File: config.mk
export PLATFORM = sky130hd
export DESIGN_NAME = wwds_top
export DESIGN_NICKNAME = d
export VERILOG_FILES = /design/src/core/wwds_pkg.sv /design/src/core/wwds_top.sv
export SDC_FILE = /design/constraint.sdc
export NUM_CORES = 1
export LEC_CHECK = 0
export BUFFER_PORTS_ARGS = -buffer_cell sky130_fd_sc_hd__buf_2
export CAP_MARGIN = 20
export CORE_AREA = 2 2 122 77
export DETAILED_ROUTE_END_ITERATION = 7
export DIE_AREA = 0 0 124 79
export GPL_ROUTABILITY_DRIVEN = 0
export PLACE_DENSITY = 0.88
export SETUP_SLACK_MARGIN = 0.02
export SKIP_LAST_GASP = 1
export SLEW_MARGIN = 20
export SYNTH_ARGS = -nofsm -noshare
export SYNTH_HDL_FRONTEND = slang
export SYNTH_SLANG_ARGS = --single-unit
File: constraint.sdc
create_clock -name clk -period 4.3 [get_ports clk]
set_clock_uncertainty 0.15 [all_clocks]
set_input_delay 0.86 -clock clk [delete_from_list [all_inputs] [get_ports clk]]
set_output_delay 0.86 -clock clk [all_outputs]
set_load 0.05 [all_outputs]
File: src/core/wwds_pkg.sv
// Constants shared by the windowed watchdog service block
package wwds_pkg;
	// Register indices; byte address is four times the index
	localparam logic [9:0] WWDS_IDX_CONTROL = 10'h03c;
	localparam logic [9:0] WWDS_IDX_SERVICE = 10'h03f;
	localparam logic [9:0] WWDS_IDX_STATUS = 10'h040;
	localparam int WWDS_ADDR_W = 12;
	// Control register fields
	localparam int WWDS_CTL_SEL_LSB = 0;
	localparam int WWDS_CTL_SRC_BIT = 3;
	localparam int WWDS_CTL_HALT_BIT = 6;
	localparam int WWDS_CTL_WIN_BIT = 7;
	localparam logic [2:0] WWDS_SEL_RESET = 3'h0;
	localparam logic WWDS_SRC_RESET = 1'h0;
	localparam logic WWDS_HALT_RESET = 1'h0;
	localparam logic WWDS_WIN_RESET = 1'h0;
	// Status register fields
	localparam int WWDS_STA_EN_BIT = 0;
	localparam int WWDS_STA_ARM_BIT = 1;
	localparam int WWDS_STA_WIN_BIT = 2;
	localparam int WWDS_STA_OVR_BIT = 3;
	localparam int WWDS_STA_CNT_LSB = 8;
	// Service sequence values
	localparam logic [7:0] WWDS_KEY_ARM = 8'h55;
	localparam logic [7:0] WWDS_KEY_RESTART = 8'haa;
	localparam logic [7:0] WWDS_SERVICE_READ = 8'h00;
	// Period exponents per select code
	localparam logic [4:0] WWDS_EXP_SEL1 = 5'h0e;
	localparam logic [4:0] WWDS_EXP_SEL2 = 5'h10;
	localparam logic [4:0] WWDS_EXP_SEL3 = 5'h12;
	localparam logic [4:0] WWDS_EXP_SEL4 = 5'h14;
	localparam logic [4:0] WWDS_EXP_SEL5 = 5'h16;
	localparam logic [4:0] WWDS_EXP_SEL6 = 5'h17;
	localparam logic [4:0] WWDS_EXP_SEL7 = 5'h18;
	localparam logic [2:0] WWDS_SEL_LONGEST = 3'h7;
	localparam int WWDS_CNT_W = 24;
endpackage

File: src/core/wwds_top.sv
// Windowed watchdog with APB register access and key-sequence service
//
// The APB register port was chosen for this implementation.
`timescale 1ns/1ps
module wwds_top (
	input wire logic clk,
	input wire logic nrst,
	input wire logic psel,
	input wire logic penable,
	input wire logic pwrite,
	input wire logic [wwds_pkg::WWDS_ADDR_W-1:0] paddr,
	input wire logic [31:0] pwdata,
	output logic [31:0] prdata,
	output logic pready,
	output logic pslverr,
	input wire logic internalRcClock,
	input wire logic oscillatorClock,
	input wire logic backgroundDebugState,
	input wire logic specialMode,
	output logic watchdogReset
);
	logic [1:0] rstSync;
	logic rstN;

	// Period length for a select code, 2^exp
	function automatic logic [24:0] wwdsPeriodLen(input logic [2:0] sel);
		logic [4:0] e;
		e = wwds_pkg::WWDS_EXP_SEL7;
		case (sel)
			3'h1: e = wwds_pkg::WWDS_EXP_SEL1;
			3'h2: e = wwds_pkg::WWDS_EXP_SEL2;
			3'h3: e = wwds_pkg::WWDS_EXP_SEL3;
			3'h4: e = wwds_pkg::WWDS_EXP_SEL4;
			3'h5: e = wwds_pkg::WWDS_EXP_SEL5;
			3'h6: e = wwds_pkg::WWDS_EXP_SEL6;
			default: e = wwds_pkg::WWDS_EXP_SEL7;
		endcase
		return 25'h1 << e;
	endfunction

	function automatic logic [11:0] wwdsByteAddr(input logic [9:0] idx);
		return {idx, 2'h0};
	endfunction

	always_ff @(posedge clk or negedge nrst) begin
		if (!nrst) begin
			rstSync <= 2'h0;
		end else begin
			rstSync <= {rstSync[0], 1'h1};
		end
	end
	assign rstN = rstSync[1];

	// Pin synchronisers: three stages, change taken when stages two and three agree
	logic [2:0] rcSync, oscSync, dbgSync, spcSync;
	logic rcStable, oscStable, dbgStable, spcStable;
	logic next_rcStable, next_oscStable;

	always_ff @(posedge clk or negedge rstN) begin
		if (!rstN) begin
			rcSync <= 3'h0;
			oscSync <= 3'h0;
			dbgSync <= 3'h0;
			spcSync <= 3'h0;
		end else begin
			rcSync <= {rcSync[1:0], internalRcClock};
			oscSync <= {oscSync[1:0], oscillatorClock};
			dbgSync <= {dbgSync[1:0], backgroundDebugState};
			spcSync <= {spcSync[1:0], specialMode};
		end
	end

	assign next_rcStable = (rcSync[1] == rcSync[2]) ? rcSync[2] : rcStable;
	assign next_oscStable = (oscSync[1] == oscSync[2]) ? oscSync[2] : oscStable;

	always_ff @(posedge clk or negedge rstN) begin
		if (!rstN) begin
			rcStable <= 1'h0;
			oscStable <= 1'h0;
			dbgStable <= 1'h0;
			spcStable <= 1'h0;
		end else begin
			rcStable <= next_rcStable;
			oscStable <= next_oscStable;
			dbgStable <= (dbgSync[1] == dbgSync[2]) ? dbgSync[2] : dbgStable;
			spcStable <= (spcSync[1] == spcSync[2]) ? spcSync[2] : spcStable;
		end
	end

	// Control state
	logic [2:0] periodSelect;
	logic watchdogSourceSelect;
	logic haltInDebug;
	logic windowModeEnable;
	logic armed;
	logic [wwds_pkg::WWDS_CNT_W-1:0] count;

	// APB decode
	wire setupPhase = psel & ~penable;
	wire writeAccess = psel & penable & pready & pwrite;
	wire hitControl = paddr == wwdsByteAddr(wwds_pkg::WWDS_IDX_CONTROL);
	wire hitService = paddr == wwdsByteAddr(wwds_pkg::WWDS_IDX_SERVICE);
	wire hitStatus = paddr == wwdsByteAddr(wwds_pkg::WWDS_IDX_STATUS);
	wire mapped = hitControl | hitService | hitStatus;
	wire controlWrite = writeAccess & hitControl;
	wire serviceWrite = writeAccess & hitService;
	wire [7:0] serviceValue = pwdata[7:0];

	// Watchdog operating terms
	wire enabled = periodSelect != 3'h0;
	wire debugOverride = enabled & dbgStable & ~haltInDebug & spcStable;
	wire [2:0] effSelect = debugOverride ? wwds_pkg::WWDS_SEL_LONGEST : periodSelect;
	wire windowActive = windowModeEnable & ~debugOverride;
	wire [24:0] periodLen = wwdsPeriodLen(effSelect);
	wire [24:0] lastCount25 = periodLen - 25'h1;
	wire [24:0] windowStart25 = periodLen - (periodLen >> 2);
	wire [wwds_pkg::WWDS_CNT_W-1:0] lastCount = lastCount25[23:0];
	wire windowOpen = {1'h0, count} >= windowStart25;
	wire stopped = haltInDebug & dbgStable;

	// Rising edge of the chosen watchdog clock; source must be well below clk / 4
	wire rcRise = next_rcStable & ~rcStable;
	wire oscRise = next_oscStable & ~oscStable;
	wire srcRise = watchdogSourceSelect ? oscRise : rcRise;
	wire tick = enabled & srcRise & ~stopped;
	// At or past the end: a period shortened on leaving debug still expires
	wire timeoutNow = tick & (count >= lastCount);

	// Service sequence evaluation; a disabled watchdog sees nothing
	wire serviceLive = serviceWrite & enabled;
	wire isArmKey = serviceValue == wwds_pkg::WWDS_KEY_ARM;
	wire isRestartKey = serviceValue == wwds_pkg::WWDS_KEY_RESTART;
	wire badValue = serviceLive & ~isArmKey & ~isRestartKey;
	wire earlyWrite = serviceLive & windowActive & ~windowOpen;
	wire badWrite = badValue | earlyWrite;
	wire armWrite = serviceLive & isArmKey & ~earlyWrite;
	wire serviceAccept = serviceLive & isRestartKey & armed & ~earlyWrite;

	// Control load restarts the period when a nonzero select or new source lands
	wire [2:0] newSelect = pwdata[wwds_pkg::WWDS_CTL_SEL_LSB +: 3];
	wire newSource = pwdata[wwds_pkg::WWDS_CTL_SRC_BIT];
	wire loadRestart = controlWrite & ((newSelect != 3'h0) | (newSource != watchdogSourceSelect));

	// An accepted sequence beats a timeout in the same cycle
	wire next_watchdogReset = badWrite | (timeoutNow & ~serviceAccept);
	wire restart = serviceAccept | loadRestart | badWrite | timeoutNow;
	wire [wwds_pkg::WWDS_CNT_W-1:0] next_count = restart ? '0 : (tick ? count + 24'h1 : count);
	// An arm write landing with a timeout still arms the fresh period
	wire next_armed = armWrite ? 1'h1 : ((restart | ~enabled) ? 1'h0 : armed);

	always_ff @(posedge clk or negedge rstN) begin
		if (!rstN) begin
			count <= '0;
			armed <= 1'h0;
			watchdogReset <= 1'h0;
		end else begin
			count <= next_count;
			armed <= next_armed;
			watchdogReset <= next_watchdogReset;
		end
	end

	always_ff @(posedge clk or negedge rstN) begin
		if (!rstN) begin
			periodSelect <= wwds_pkg::WWDS_SEL_RESET;
			watchdogSourceSelect <= wwds_pkg::WWDS_SRC_RESET;
			haltInDebug <= wwds_pkg::WWDS_HALT_RESET;
			windowModeEnable <= wwds_pkg::WWDS_WIN_RESET;
		end else if (controlWrite) begin
			periodSelect <= newSelect;
			watchdogSourceSelect <= newSource;
			haltInDebug <= pwdata[wwds_pkg::WWDS_CTL_HALT_BIT];
			windowModeEnable <= pwdata[wwds_pkg::WWDS_CTL_WIN_BIT];
		end
	end

	// Read data, built during the setup cycle so the access phase has no wait
	wire [31:0] controlRead = {24'h0, windowModeEnable, haltInDebug, 2'h0,
		watchdogSourceSelect, periodSelect};
	wire [31:0] statusRead = {count, 4'h0, debugOverride, windowOpen, armed, enabled};
	wire [31:0] serviceRead = {24'h0, wwds_pkg::WWDS_SERVICE_READ};
	wire [31:0] readMux = hitControl ? controlRead :
		(hitStatus ? statusRead : (hitService ? serviceRead : 32'h0));

	always_ff @(posedge clk or negedge rstN) begin
		if (!rstN) begin
			pready <= 1'h0;
			pslverr <= 1'h0;
			prdata <= 32'h0;
		end else begin
			pready <= setupPhase;
			pslverr <= setupPhase & ~mapped;
			prdata <= (setupPhase & ~pwrite) ? readMux : 32'h0;
		end
	end

	// Checks
	bad_value_reset_a: assert property (@(posedge clk) disable iff (!rstN)
		(serviceWrite && enabled && !isArmKey && !isRestartKey) |=> watchdogReset)
		else $error("bad service value did not reset");

	disabled_ignore_a: assert property (@(posedge clk) disable iff (!rstN)
		(serviceWrite && periodSelect == 3'h0 && !timeoutNow) |=> !watchdogReset)
		else $error("write while disabled caused reset");

	service_reads_zero_a: assert property (@(posedge clk) disable iff (!rstN)
		(setupPhase && !pwrite && hitService) |=> (pready && prdata == 32'h0))
		else $error("service register read nonzero");

	key_restart_a: assert property (@(posedge clk) disable iff (!rstN)
		(serviceWrite && enabled && isRestartKey && armed && !earlyWrite)
		|=> (count == 24'h0 && !armed && !watchdogReset))
		else $error("accepted sequence did not restart");

	lone_restart_a: assert property (@(posedge clk) disable iff (!rstN)
		(serviceWrite && isRestartKey && !armed && !timeoutNow && !earlyWrite && !tick)
		|=> count == $past(count))
		else $error("restart key without arm restarted period");

	early_window_a: assert property (@(posedge clk) disable iff (!rstN)
		(serviceWrite && enabled && windowActive && !windowOpen) |=> watchdogReset)
		else $error("early write in window mode did not reset");

	repeat_arm_a: assert property (@(posedge clk) disable iff (!rstN)
		(serviceWrite && enabled && isArmKey && !earlyWrite && !timeoutNow)
		|=> (armed && !watchdogReset))
		else $error("arm write penalised");

	timeout_reset_a: assert property (@(posedge clk) disable iff (!rstN)
		(tick && count == lastCount && !serviceAccept) |=> (watchdogReset && count == 24'h0))
		else $error("timeout did not reset");

	load_restart_a: assert property (@(posedge clk) disable iff (!rstN)
		(controlWrite && newSelect != 3'h0) |=> (count == 24'h0 && enabled))
		else $error("nonzero select did not restart");

	debug_longest_a: assert property (@(posedge clk) disable iff (!rstN)
		(enabled && dbgStable && !haltInDebug && spcStable)
		|-> (lastCount == 24'hffffff && !windowActive))
		else $error("debug override not at longest period");

	period_len_a: assert property (@(posedge clk) disable iff (!rstN)
		(enabled && !debugOverride && periodSelect == 3'h1) |-> lastCount == 24'h003fff)
		else $error("select one period wrong");

	source_tick_a: assert property (@(posedge clk) disable iff (!rstN)
		(enabled && !stopped && !restart && !watchdogSourceSelect && rcRise)
		|=> count == $past(count) + 24'h1)
		else $error("selected source did not advance counter");

	// Clock source and period checks
	osc_tick_a: assert property (@(posedge clk) disable iff (!rstN)
		(enabled && !stopped && !restart && watchdogSourceSelect && oscRise)
		|=> count == $past(count) + 24'h1)
		else $error("oscillator source did not advance counter");

	source_change_a: assert property (@(posedge clk) disable iff (!rstN)
		(controlWrite && newSource != watchdogSourceSelect) |=> count == 24'h0)
		else $error("source change did not restart period");

	disabled_frozen_a: assert property (@(posedge clk) disable iff (!rstN)
		(!enabled && !controlWrite) |=> count == $past(count))
		else $error("counter moved while disabled");

	// Service sequence and window checks
	disabled_arm_a: assert property (@(posedge clk) disable iff (!rstN)
		(serviceWrite && !enabled) |=> !armed)
		else $error("write while disabled armed the sequence");

	bad_write_clear_a: assert property (@(posedge clk) disable iff (!rstN)
		(serviceWrite && enabled && !isArmKey && !isRestartKey) |=> (!armed && count == 24'h0))
		else $error("bad service write left sequence armed");

	window_accept_a: assert property (@(posedge clk) disable iff (!rstN)
		(serviceWrite && enabled && windowActive && windowOpen && isArmKey && !timeoutNow)
		|=> (armed && !watchdogReset))
		else $error("arm write inside open window penalised");

	restart_window_a: assert property (@(posedge clk) disable iff (!rstN)
		serviceAccept |=> (count == 24'h0 && !windowOpen))
		else $error("window not closed after accepted sequence");

	load_arm_clear_a: assert property (@(posedge clk) disable iff (!rstN)
		(controlWrite && newSelect != 3'h0) |=> !armed)
		else $error("select load left sequence armed");

	// Bus and debug checks
	halt_freeze_a: assert property (@(posedge clk) disable iff (!rstN)
		(stopped && !restart) |=> count == $past(count))
		else $error("counter advanced while halted in debug");

	access_ready_a: assert property (@(posedge clk) disable iff (!rstN)
		setupPhase |=> pready)
		else $error("access phase not answered at once");
endmodule

* After elaboration in Yosys (flattened, before gate mapping)
Cells that the tools add are included.
** Word-level totals
- Register bits :: 84
- Output and inout port bits :: 35
- Bits of input ports :: 53
** Cells by class
- Magnitude comparators :: 2
- Reductions and logical operators :: 4
- Equality and inequality tests :: 16
- Shift-type cells :: 1
- Multiplexer cells :: 12
- Bitwise logic cells :: 53
- Add/sub/neg operators :: 3
** Operators by type and width (count)
- two-way mux 32 bit :: 3
- two-way mux 24 bit :: 2
- bitwise AND 1 bit :: 30
- case mux 5 bit (6 select lines) :: 1
- >= comparator 24 x 25 -> 1 bit :: 1
- << shifter 1 x 5 -> 25 bit (first input constant) :: 1
- subtractor 25 x 23 -> 25 bit :: 1
- adder 24 x 1 -> 24 bit (second input constant) :: 1
- equality test 12 x 8 -> 1 bit (second input constant) :: 2
- >= comparator 24 bit :: 1
- subtractor 24 x 1 -> 24 bit (second input constant) :: 1
- NOT 1 bit :: 14
- equality test 12 x 9 -> 1 bit (second input constant) :: 1
- equality test 3 bit (second input constant) :: 3
- OR 1 bit :: 9
- equality test 8 x 7 -> 1 bit (second input constant) :: 1
- equality test 8 bit (second input constant) :: 1
- equality test 3 x 2 -> 1 bit (second input constant) :: 2
- nonzero test 3 bit :: 2
- two-way mux 1 bit :: 5
- equality test 1 bit :: 4
- nonzero test 2 bit :: 2
- equality test 3 x 1 -> 1 bit (second input constant) :: 1
- two-way mux 3 bit :: 1
- != test 1 bit :: 1

* Depth between registers and ports, before layout
Gate-level depths: netlist of run 1.
- Depth in word-level cells :: 20
- Depth in mapped cells :: 25
- Depth with buffers taken out :: 23

* Worst setup path before layout of run 1
Ideal clock, no wire load.
- Kind :: reg2reg
- From :: register dbgStable
- To :: register count[16] (netlist name)
- Data arrival time :: 5.067 ns
- Path buffers :: 2
- Stages on the path, launching flop included :: 26
- Slack :: -1.041 ns
- Period minus slack after synthesis :: 5.341 ns
- Cells stage by stage :: dfrtp_1 > and3b_1 > clkbuf_1 > nor3_1 > inv_1 > ha_1 > o21a_1 > o21ai_0 > nand2b_1 > a21oi_1 > o21ba_2 > a41oi_1 > nand2b_1 > a21oi_1 > xor2_1 > ha_1 > nand2_1 > o21ai_0 > a2111o_1 > a211oi_1 > o211ai_1 > and4_1 > and2_1 > clkbuf_2 > nor4_1 > mux2_2
** On the way
- Cells in the longest elaborated chain, start to end :: 17
** Ends and longest elaborated chain
- from (decl) :: RTL line wwds_top.sv:56 : logic rcStable, oscStable, dbgStable, spcStable;
- from (signal assigned) :: RTL line wwds_top.sv:85 : dbgStable <= (dbgSync[1] == dbgSync[2]) ? dbgSync[2] : dbgStable;
- bitwise AND 1 bit (3 in series) :: RTL line wwds_top.sv:111 : wire debugOverride = enabled & dbgStable & ~haltInDebug & spcStable;
- two-way mux 3 bit :: RTL line wwds_top.sv:112 : wire [2:0] effSelect = debugOverride ? wwds_pkg::WWDS_SEL_LONGEST : periodSelect;
- equality test 3 bit, or another cell as far along :: RTL line wwds_top.sv:29 : case (sel)
- case mux 5 bit (6 select lines) :: RTL line wwds_top.sv:29
- << shifter 1 x 5 -> 25 bit :: RTL line wwds_top.sv:38 : return 25'h1 << e;
- subtractor 25 x 23 -> 25 bit :: RTL line wwds_top.sv:116 : wire [24:0] windowStart25 = periodLen - (periodLen >> 2);
- >= comparator 24 x 25 -> 1 bit :: RTL line wwds_top.sv:118 : wire windowOpen = {1'h0, count} >= windowStart25;
- NOT 1 bit :: RTL line wwds_top.sv:134 : wire earlyWrite = serviceLive & windowActive & ~windowOpen;
- bitwise AND 1 bit :: RTL line wwds_top.sv:134
- NOT 1 bit :: RTL line wwds_top.sv:137 : wire serviceAccept = serviceLive & isRestartKey & armed & ~earlyWrite;
- bitwise AND 1 bit :: RTL line wwds_top.sv:137
- OR 1 bit (3 in series) :: RTL line wwds_top.sv:146 : wire restart = serviceAccept | loadRestart | badWrite | timeoutNow;
- two-way mux 24 bit or nonzero test 2 bit (tied branches)
- to (signal assigned) :: RTL line wwds_top.sv:157 : count <= next_count;
- to (decl) :: RTL line wwds_top.sv:96 : logic [wwds_pkg::WWDS_CNT_W-1:0] count;
Several ways; a longest one is shown, not always the timed one.
A chain may end at the register's enable or synchronous reset.

* Final worst setup path of run 1
- From :: register spcStable
- To :: register count[21] (netlist name)
** On the way
- Cells in the longest elaborated chain, start to end :: 15
** Ends and longest elaborated chain
- from (decl) :: RTL line wwds_top.sv:56
- from (signal assigned) :: RTL line wwds_top.sv:86 : spcStable <= (spcSync[1] == spcSync[2]) ? spcSync[2] : spcStable;
- bitwise AND 1 bit * :: RTL line wwds_top.sv:111
- two-way mux 3 bit :: RTL line wwds_top.sv:112
- equality test 3 bit, or another cell as far along :: RTL line wwds_top.sv:29
- case mux 5 bit (6 select lines) :: RTL line wwds_top.sv:29
- << shifter 1 x 5 -> 25 bit :: RTL line wwds_top.sv:38
- subtractor 25 x 23 -> 25 bit :: RTL line wwds_top.sv:116
- >= comparator 24 x 25 -> 1 bit :: RTL line wwds_top.sv:118
- NOT 1 bit :: RTL line wwds_top.sv:134
- bitwise AND 1 bit :: RTL line wwds_top.sv:134
- NOT 1 bit :: RTL line wwds_top.sv:137
- bitwise AND 1 bit :: RTL line wwds_top.sv:137
- OR 1 bit (2 in series) :: RTL line wwds_top.sv:146
- OR 1 bit * :: RTL line wwds_top.sv:146
- two-way mux 24 bit or nonzero test 2 bit (tied branches)
Every way passes the cells marked *; elsewhere a longest branch is shown, timed or not.

==> summary.md, run 1 <==
| Metric | Value |
|---|---|
| Via count of the routed design | 4866 |
| CP arrival | 4.93 ns |
| Seq pwr share | 42.8% |
| Cell Chain, Critical Path | and3b_2 > nor3_4 > inv_2 > ha_4 > o21a_1 > o21ai_2 > nand2b_1 > a21oi_2 > o21ba_4 > a41oi_4 > nand2b_1 > xnor2_1 > ha_1 > a21oi_2 > o21ai_2 > a2111o_1 > a211oi_2 > o211ai_1 > and4_4 > a211o_4 > or3_1 > a21oi_1 |
| Largest delay share family, worst path | compound AO/OA/AOI/OAI gates |
| Top cells by area, synth | dfrtp_1, ha_1, and3_1, a21oi_1, xnor2_1 |
| Die Width | approximately 120 um |
| Number of hold buffers added after cts | 0 |
| Failing checks | negative setup slack |
| Distinct cells, synth | 64 |
| Register area share after synthesis | 39.6% |
| Worst-path clk slew | roughly 0.06 ns |
| R2r setup slk | -0.52 ns |
| Setup WS post-layout | -0.522 ns |
| Core area | around 9000 um2 |
| VDD IR max | 0.213 mV |
| First-pass GRT wire length | 22300 um |
| Max_cap viols | 0 |
| Period utilization | 112% |
| Worst r2r src | spcStable$_DFFE_PN0N_ |
| CTS tree | done |
| Most numerous cell in the Yosys netlist | dfrtp_1 |
| Synth Cell Area | 5180 um2 |
| Post-synth top area cell | dfrtp_1 |
| CP startpoint kind | flip-flop |
| GRT met1 Usage | 36.6% |
| Switching share of total power | around 24% |
| Initial antenna violation count | 0 |
| Gr usage total | between 20% and 30% |
| CP peak stage delay | 0.39 ns |
| Drt first-iter violations | 427 |
| Flops & latches, synth | between 80 and 90 |
| Crit path buffers/inverters | 1 |
| Die area | just under 10000 um2 |
| GR Util met3 | 7.90% |
| LEAKAGE | between 3 and 4 nW |
| Worst slew pin tran | around 0.69 ns |
| FMAX | 207 MHz |
| Fillers | 572 |
| Post-synth top cells | dfrtp_1, ha_1, a21oi_1 |
| Cells after Synth | 532 |
| Met2 Track Usage GR | 49.9% |
| Drt pass-1 iters | 6 |
| H-tree levels | 3 |
| Total wire length | 14200 um |
| Number of global-route vias before repair | 4761 |
| Worst Hold Class | input port to async pin |
| Final setup viols | 26 |
| Remaining Overflow, GRT | 0 |
| CP endpoint kind | flip-flop |
| IO Pins | 88 |
| Initial Utilization | 58.9% |
| Status | finished, violations left |
| Placed instance count | 764 |
| Async set or reset register ratio after synthesis | between 90% and 100% |
| CTS sink cnt | 82 |
| Post-synth EDFFs | 0 |
| Pint | 0.00141 W |
| Clk_lat worst skew | 0.34 ns |
| CTS max path bufs | 2 |
| Residual DRC | 0 |
| Top Usage Layer GRT | met2 |
| Utilization after layout | 75.3% |
| Die Span Y | 79 um |
| Layout area overhead | 27.8% |
| Vias per cell | around 6.1 |
| Warnings, synthesis | 0 |
| Layout cells sized above 1 | 26.1% |
| PD cells | 282 nW/um2 |
| Synthesized area per cell | 9.73 um2 |
| Final min period | 4.82 ns |
| Switching power | between 0.0004 and 0.0005 W |
| Nets | 788 |
| Final hold vios | 0 |
| Top FF cell, synth | dfrtp_1 |
| Final HPWL DP | between 9000 and 10000 um |
| Critical Path Start | spcStable$_DFFE_PN0N_ |
| Non-Filler Instances | 798 |
| CP Class | flip-flop to flip-flop |
| Worst path required time | between 4 and 5 ns |
| RSZ-0062 raised after global routing | true |
| N_diodes | 0 |
| Clock power share | 43.3% |
| Combinational Power Share | 13.9% |
| Slew headroom | a little over half |
| Root Buffer | clkbuf_16 |
| Wire per inst | between 15 and 20 um |
| Buffers on Ports | roughly 60 |
| Largest net degree at the start of global routing | 81 |
| TritonCTS buffer count | 9 |
| # rows | 27 |
| Critical-path top delay cell | dfrtp_1 |
| Worst-path maximum fanout | 8 |
| Max Slew Vio Count | 0 |
| Routed Antenna Nets | 0 |
| Synth top area share | 39.6% |
## stage by stage
step	total power, W	TNS (ns)	hold slack, ns	worst slack [ns]	instance area [um2]
finish	0.00187	-10.40	0.141	-0.522	6620
detailed placement	0.00103	-10.18	0.186	-0.546	6060
global placement	0.00102	-6.30	0.184	-0.359	6060
global route	0.00193	-14.84	0.135	-0.682	6620
floorplan	0.000968	-2.78	0.181	-0.251	5480
CTS	0.00185	-6.48	0.136	-0.351	6480
## routing by layer
| layer | vias to the layer above | part of all wire (%) |
|---|---|---|
| met2 | 231 | 49 |
| met4 | 0 | 2.4 |
| met3 | 38 | 8.0 |
| met5 | - | 0 |
| li1 | 2221 | - |
| met1 | 2376 | 41 |
## timing repair
item / in CTS / in global routing
resized for setup: 6 / 21
setup buffers: 9 / 6
setup endpoints to repair: 23 / 27
cloned: 1 / 1
pin swaps: 5 / 6
## worst paths after layout
| check | to | cells past startpoint |
|---|---|---|
| hold reg to reg | prdata[11]$_DFF_PN0_ | 0 |
| hold / removal | rstSync[0]$_DFF_PN0_ | 1 |
| min in group clk | rcSync[1]$_DFF_PN0_ | 0 |
| setup reg to reg | count[21]$_DFFE_PN0P_ | 22 |
| setup / recovery | count[21]$_DFFE_PN0P_ | 22 |
| max in group asynchronous | prdata[7]$_DFF_PN0_ | 1 |
## flip-flops by register name, indices dropped and copies added (netlist names), 2 cells and up
signal	flops
prdata	30
count	24
dbgSync	3
oscSync	3
periodSelect	3
rcSync	3
spcSync	3
rstSync	2
## power by group through the flow
stage | combinational, W | sequential [W] | clock [W]
floorplan | 0.000150 | 0.000818 | 0
global placement | 0.000197 | 0.000819 | 0
detailed placement | 0.000209 | 0.000820 | 0
CTS | 0.000221 | 0.000807 | 0.000818
global route | 0.000281 | 0.000802 | 0.000846
finish | 0.000259 | 0.000800 | 0.000809
## area by class of cell
class                   count  area [um2]  area share [%]
inverters                  25        93.8            1.42
multi-input cells         447        3300            49.8
repair buffers            112         712            10.8
well taps                 116         145            2.19
flip-flops and latches     82        2060            31.1
clock inverters             4        76.3            1.15
clock buffers              12         236            3.57
## cell usage in the layout (no fill, tap or decap), drive strengths merged, types with 5 or more instances in the layout
cell type / n
dfrtp: 82
conb: 42
clkbuf: 12
nor2: 33
nand4: 10
a21oi: 37
mux2: 7
buf: 112
nor3: 19
nand3: 23
a31oi: 6
nand2: 23
and3: 34
inv: 25
ha: 58
a211oi: 7
xnor2: 17
nand2b: 7
or3: 15
a21o: 10
o21ai: 22
nand3b: 5
## cell families after synthesis
| family | synth area share, % |
|---|---|
| XOR/XNOR | 3.55 |
| multiplexers | 1.52 |
| flip-flops | 39.6 |
| other | 0.145 |
| buffers and inverters | 3.77 |
| AND/OR/NAND/NOR | 22.1 |
| adder cells (fa/ha/maj) | 14.8 |
| AO/OA/AOI/OAI | 14.5 |
Note: power is estimated with default switching activity, not from simulation.
==> run 2: changes to the inputs <==
- TNS_END_PERCENT: not set -> 1
==> summary.md, run 2 (synthesis results as in run 1) <==
| Metric | Value |
|---|---|
| VDD IR max | 0.227 mV (was 0.213 mV) |
| Die area | 9800 um2 (unchanged) |
| Initial Utilization | 58.9% (unchanged) |
| Hold Slack | 0.138 ns (was 0.141 ns) |
| Most common cell after layout, fill and taps aside | dfrtp_1 (unchanged) |
| Residual DRC | 0 (unchanged) |
| Worst path required time | 4.34 ns (was 4.41 ns) |
| Critical-path top delay cell | dfrtp_1 (unchanged) |
| CTS max path bufs | 2 (unchanged) |
| Layout area overhead | 24.9% (was 27.8%) |
| Drt pass-1 iters | 5 (was 6) |
| Largest delay share family, worst path | compound AO/OA/AOI/OAI gates (unchanged) |
| LEAKAGE | 3.23 nW (was 3.25 nW) |
| CP startpoint kind | flip-flop (unchanged) |
| Commonest cells after routing, fill and taps aside | dfrtp_1, buf_2, ha_1, buf_4, conb_1 (unchanged) |
| Worst r2r src | dbgStable$_DFFE_PN0N_ (was spcStable$_DFFE_PN0N_) |
| Final hold vios | 0 (unchanged) |
| Core area | 8780 um2 (unchanged) |
| Utilization after layout | 73.6% (was 75.3%) |
| Final min period | 4.97 ns (was 4.82 ns) |
| Final setup viols | 27 (was 26) |
| Number of global-route vias before repair | 4797 (was 4761) |
| CP Class | flip-flop to flip-flop (unchanged) |
| Drt first-iter violations | 394 (was 427) |
| Max Slew Vio Count | 0 (unchanged) |
| Worst-path maximum fanout | 4 (was 8) |
| Buffers on Ports | 61 (unchanged) |
| Final TNS setup | -13.01 ns (was -10.40 ns) |
| PnR Total Power | 0.00183 W (was 0.00187 W) |
| Gr usage total | 29.8% (was 29.4%) |
| Die Width | 124 um (unchanged) |
| CP peak stage delay | 0.37 ns (was 0.39 ns) |
| Worst slew pin tran | 0.622 ns (was 0.689 ns) |
| CTS sink cnt | 82 (unchanged) |
| Most frequent cell on the critical path | buf_4 |
| RSZ-0062 raised after global routing | true (unchanged) |
| Worst-path clk slew | 0.06 ns (about the same) |
| Area of the multi-input gates | 3170 um2 (was 3300 um2) |
| Max_cap viols | 0 (unchanged) |
| PD cells | 283 nW/um2 (was 282 nW/um2) |
| Period utilization | 116% (was 112%) |
| Setup WS post-layout | -0.671 ns (was -0.522 ns) |
| Max FFs per register | 30 (unchanged) |
| Largest net degree at the start of global routing | 81 (unchanged) |
| Die Span Y | 79 um (unchanged) |
| # rows | 27 (unchanged) |
| IO Pins | 88 (unchanged) |
| Nets | 786 (was 788) |
| CTS tree | done (unchanged) |
| CP endpoint kind | flip-flop (unchanged) |
| Fillers | 603 (was 572) |
| Largest registers | prdata x30, count x24 (unchanged) |
| Slew headroom | 58.2% (was 53.7%) |
| Critical Path Start | dbgStable$_DFFE_PN0N_ (was spcStable$_DFFE_PN0N_) |
| Worst Hold Class | input port to async pin (unchanged) |
| Crit path buffers/inverters | 7 (was 1) |
| Most flop-heavy register | prdata (unchanged) |
| Initial antenna violation count | 0 (unchanged) |
| TritonCTS buffer count | 9 (unchanged) |
| Failing checks | negative setup slack (unchanged) |
| Vias per cell | 6.00 (was 6.10) |
| Wire per inst | 17.3 um (was 17.8 um) |
| Layout cells sized above 1 | 23.5% (was 26.1%) |
| Total wire length | 13700 um (was 14200 um) |
| N_diodes | 0 (unchanged) |
| Status | finished, violations left (unchanged) |
| Via count of the routed design | 4773 (was 4866) |
| CP arrival | 5.01 ns (was 4.93 ns) |
| Clk_lat worst skew | 0.34 ns (about the same) |
| First-pass GRT wire length | 22600 um (was 22300 um) |
| Root Buffer | clkbuf_16 (unchanged) |
| Routed Antenna Nets | 0 (unchanged) |
| Reg area | 2060 um2 (unchanged) |
| Remaining Overflow, GRT | 0 (unchanged) |
| FMAX | 201 MHz (was 207 MHz) |
| Final HPWL DP | 10000 um (was 9800 um) |
| H-tree levels | 3 (unchanged) |
==> run 2: path summary, 6_finish.rpt <==
kind	to	slack, ns	cells after the start
setup / recovery	armed$_DFFE_PN0P_	-0.67	28
hold / removal	rstSync[1]$_DFF_PN0_	0.14	1
setup reg to reg	armed$_DFFE_PN0P_	-0.67	28
hold reg to reg	count[2]$_DFFE_PN0P_	0.16	0
max in group asynchronous	oscStable$_DFF_PN0_	3.26	1
min in group clk	oscSync[1]$_DFF_PN0_	0.20	0
==> run 2: repair_timing <==
| item | CTS | global route |
|---|---|---|
| pin swaps | 2 | 0 |
| gates resized for setup | 5 | 0 |
| endpoints found under the setup margin | 26 | 27 |
| hold buffers | 0 | 0 |
| setup buffers | 6 | 0 |
==> run 2: power by group <==
part           internal [W]  switching (W)  total, W  leakage [nW]
sequential         0.000784      0.0000148  0.000799         0.987
combinational      0.000123       0.000139  0.000262          2.11
clock              0.000454       0.000315  0.000769         0.137
total               0.00136       0.000469   0.00183          3.23
==> run 2: through the flow <==
step | cells | cell area [um2] | setup slack (ns)
after global placement | 773 | 6080 | -0.479
final | 796 | 6460 | -0.671
after floorplan | 572 | 5410 | -0.271
after global routing | 796 | 6460 | -0.859
after CTS | 795 | 6440 | -0.534
after detailed placement | 773 | 6080 | -0.801
==> run 2: layer usage <==
metal / share of wire (%) / wire length, um / GRT usage (%)
met1: 41 / 5660 / 36.6
met2: 48 / 6650 / 50.1
met3: 7.5 / 1030 / 8.48
met4: 2.9 / 396 / 10.3
met5: 0 / 0 / 3.41
==> run 2: layout make-up <==
class                           instances  area share [%]
Clock buffer                           11            3.60
Clock inverter                          5           0.968
Multi-Input combinational cell        445            49.1
Timing Repair Buffer                  112            10.8
Sequential cell                        82            31.8
Tap cell                              116            2.25
Inverter                               25            1.45
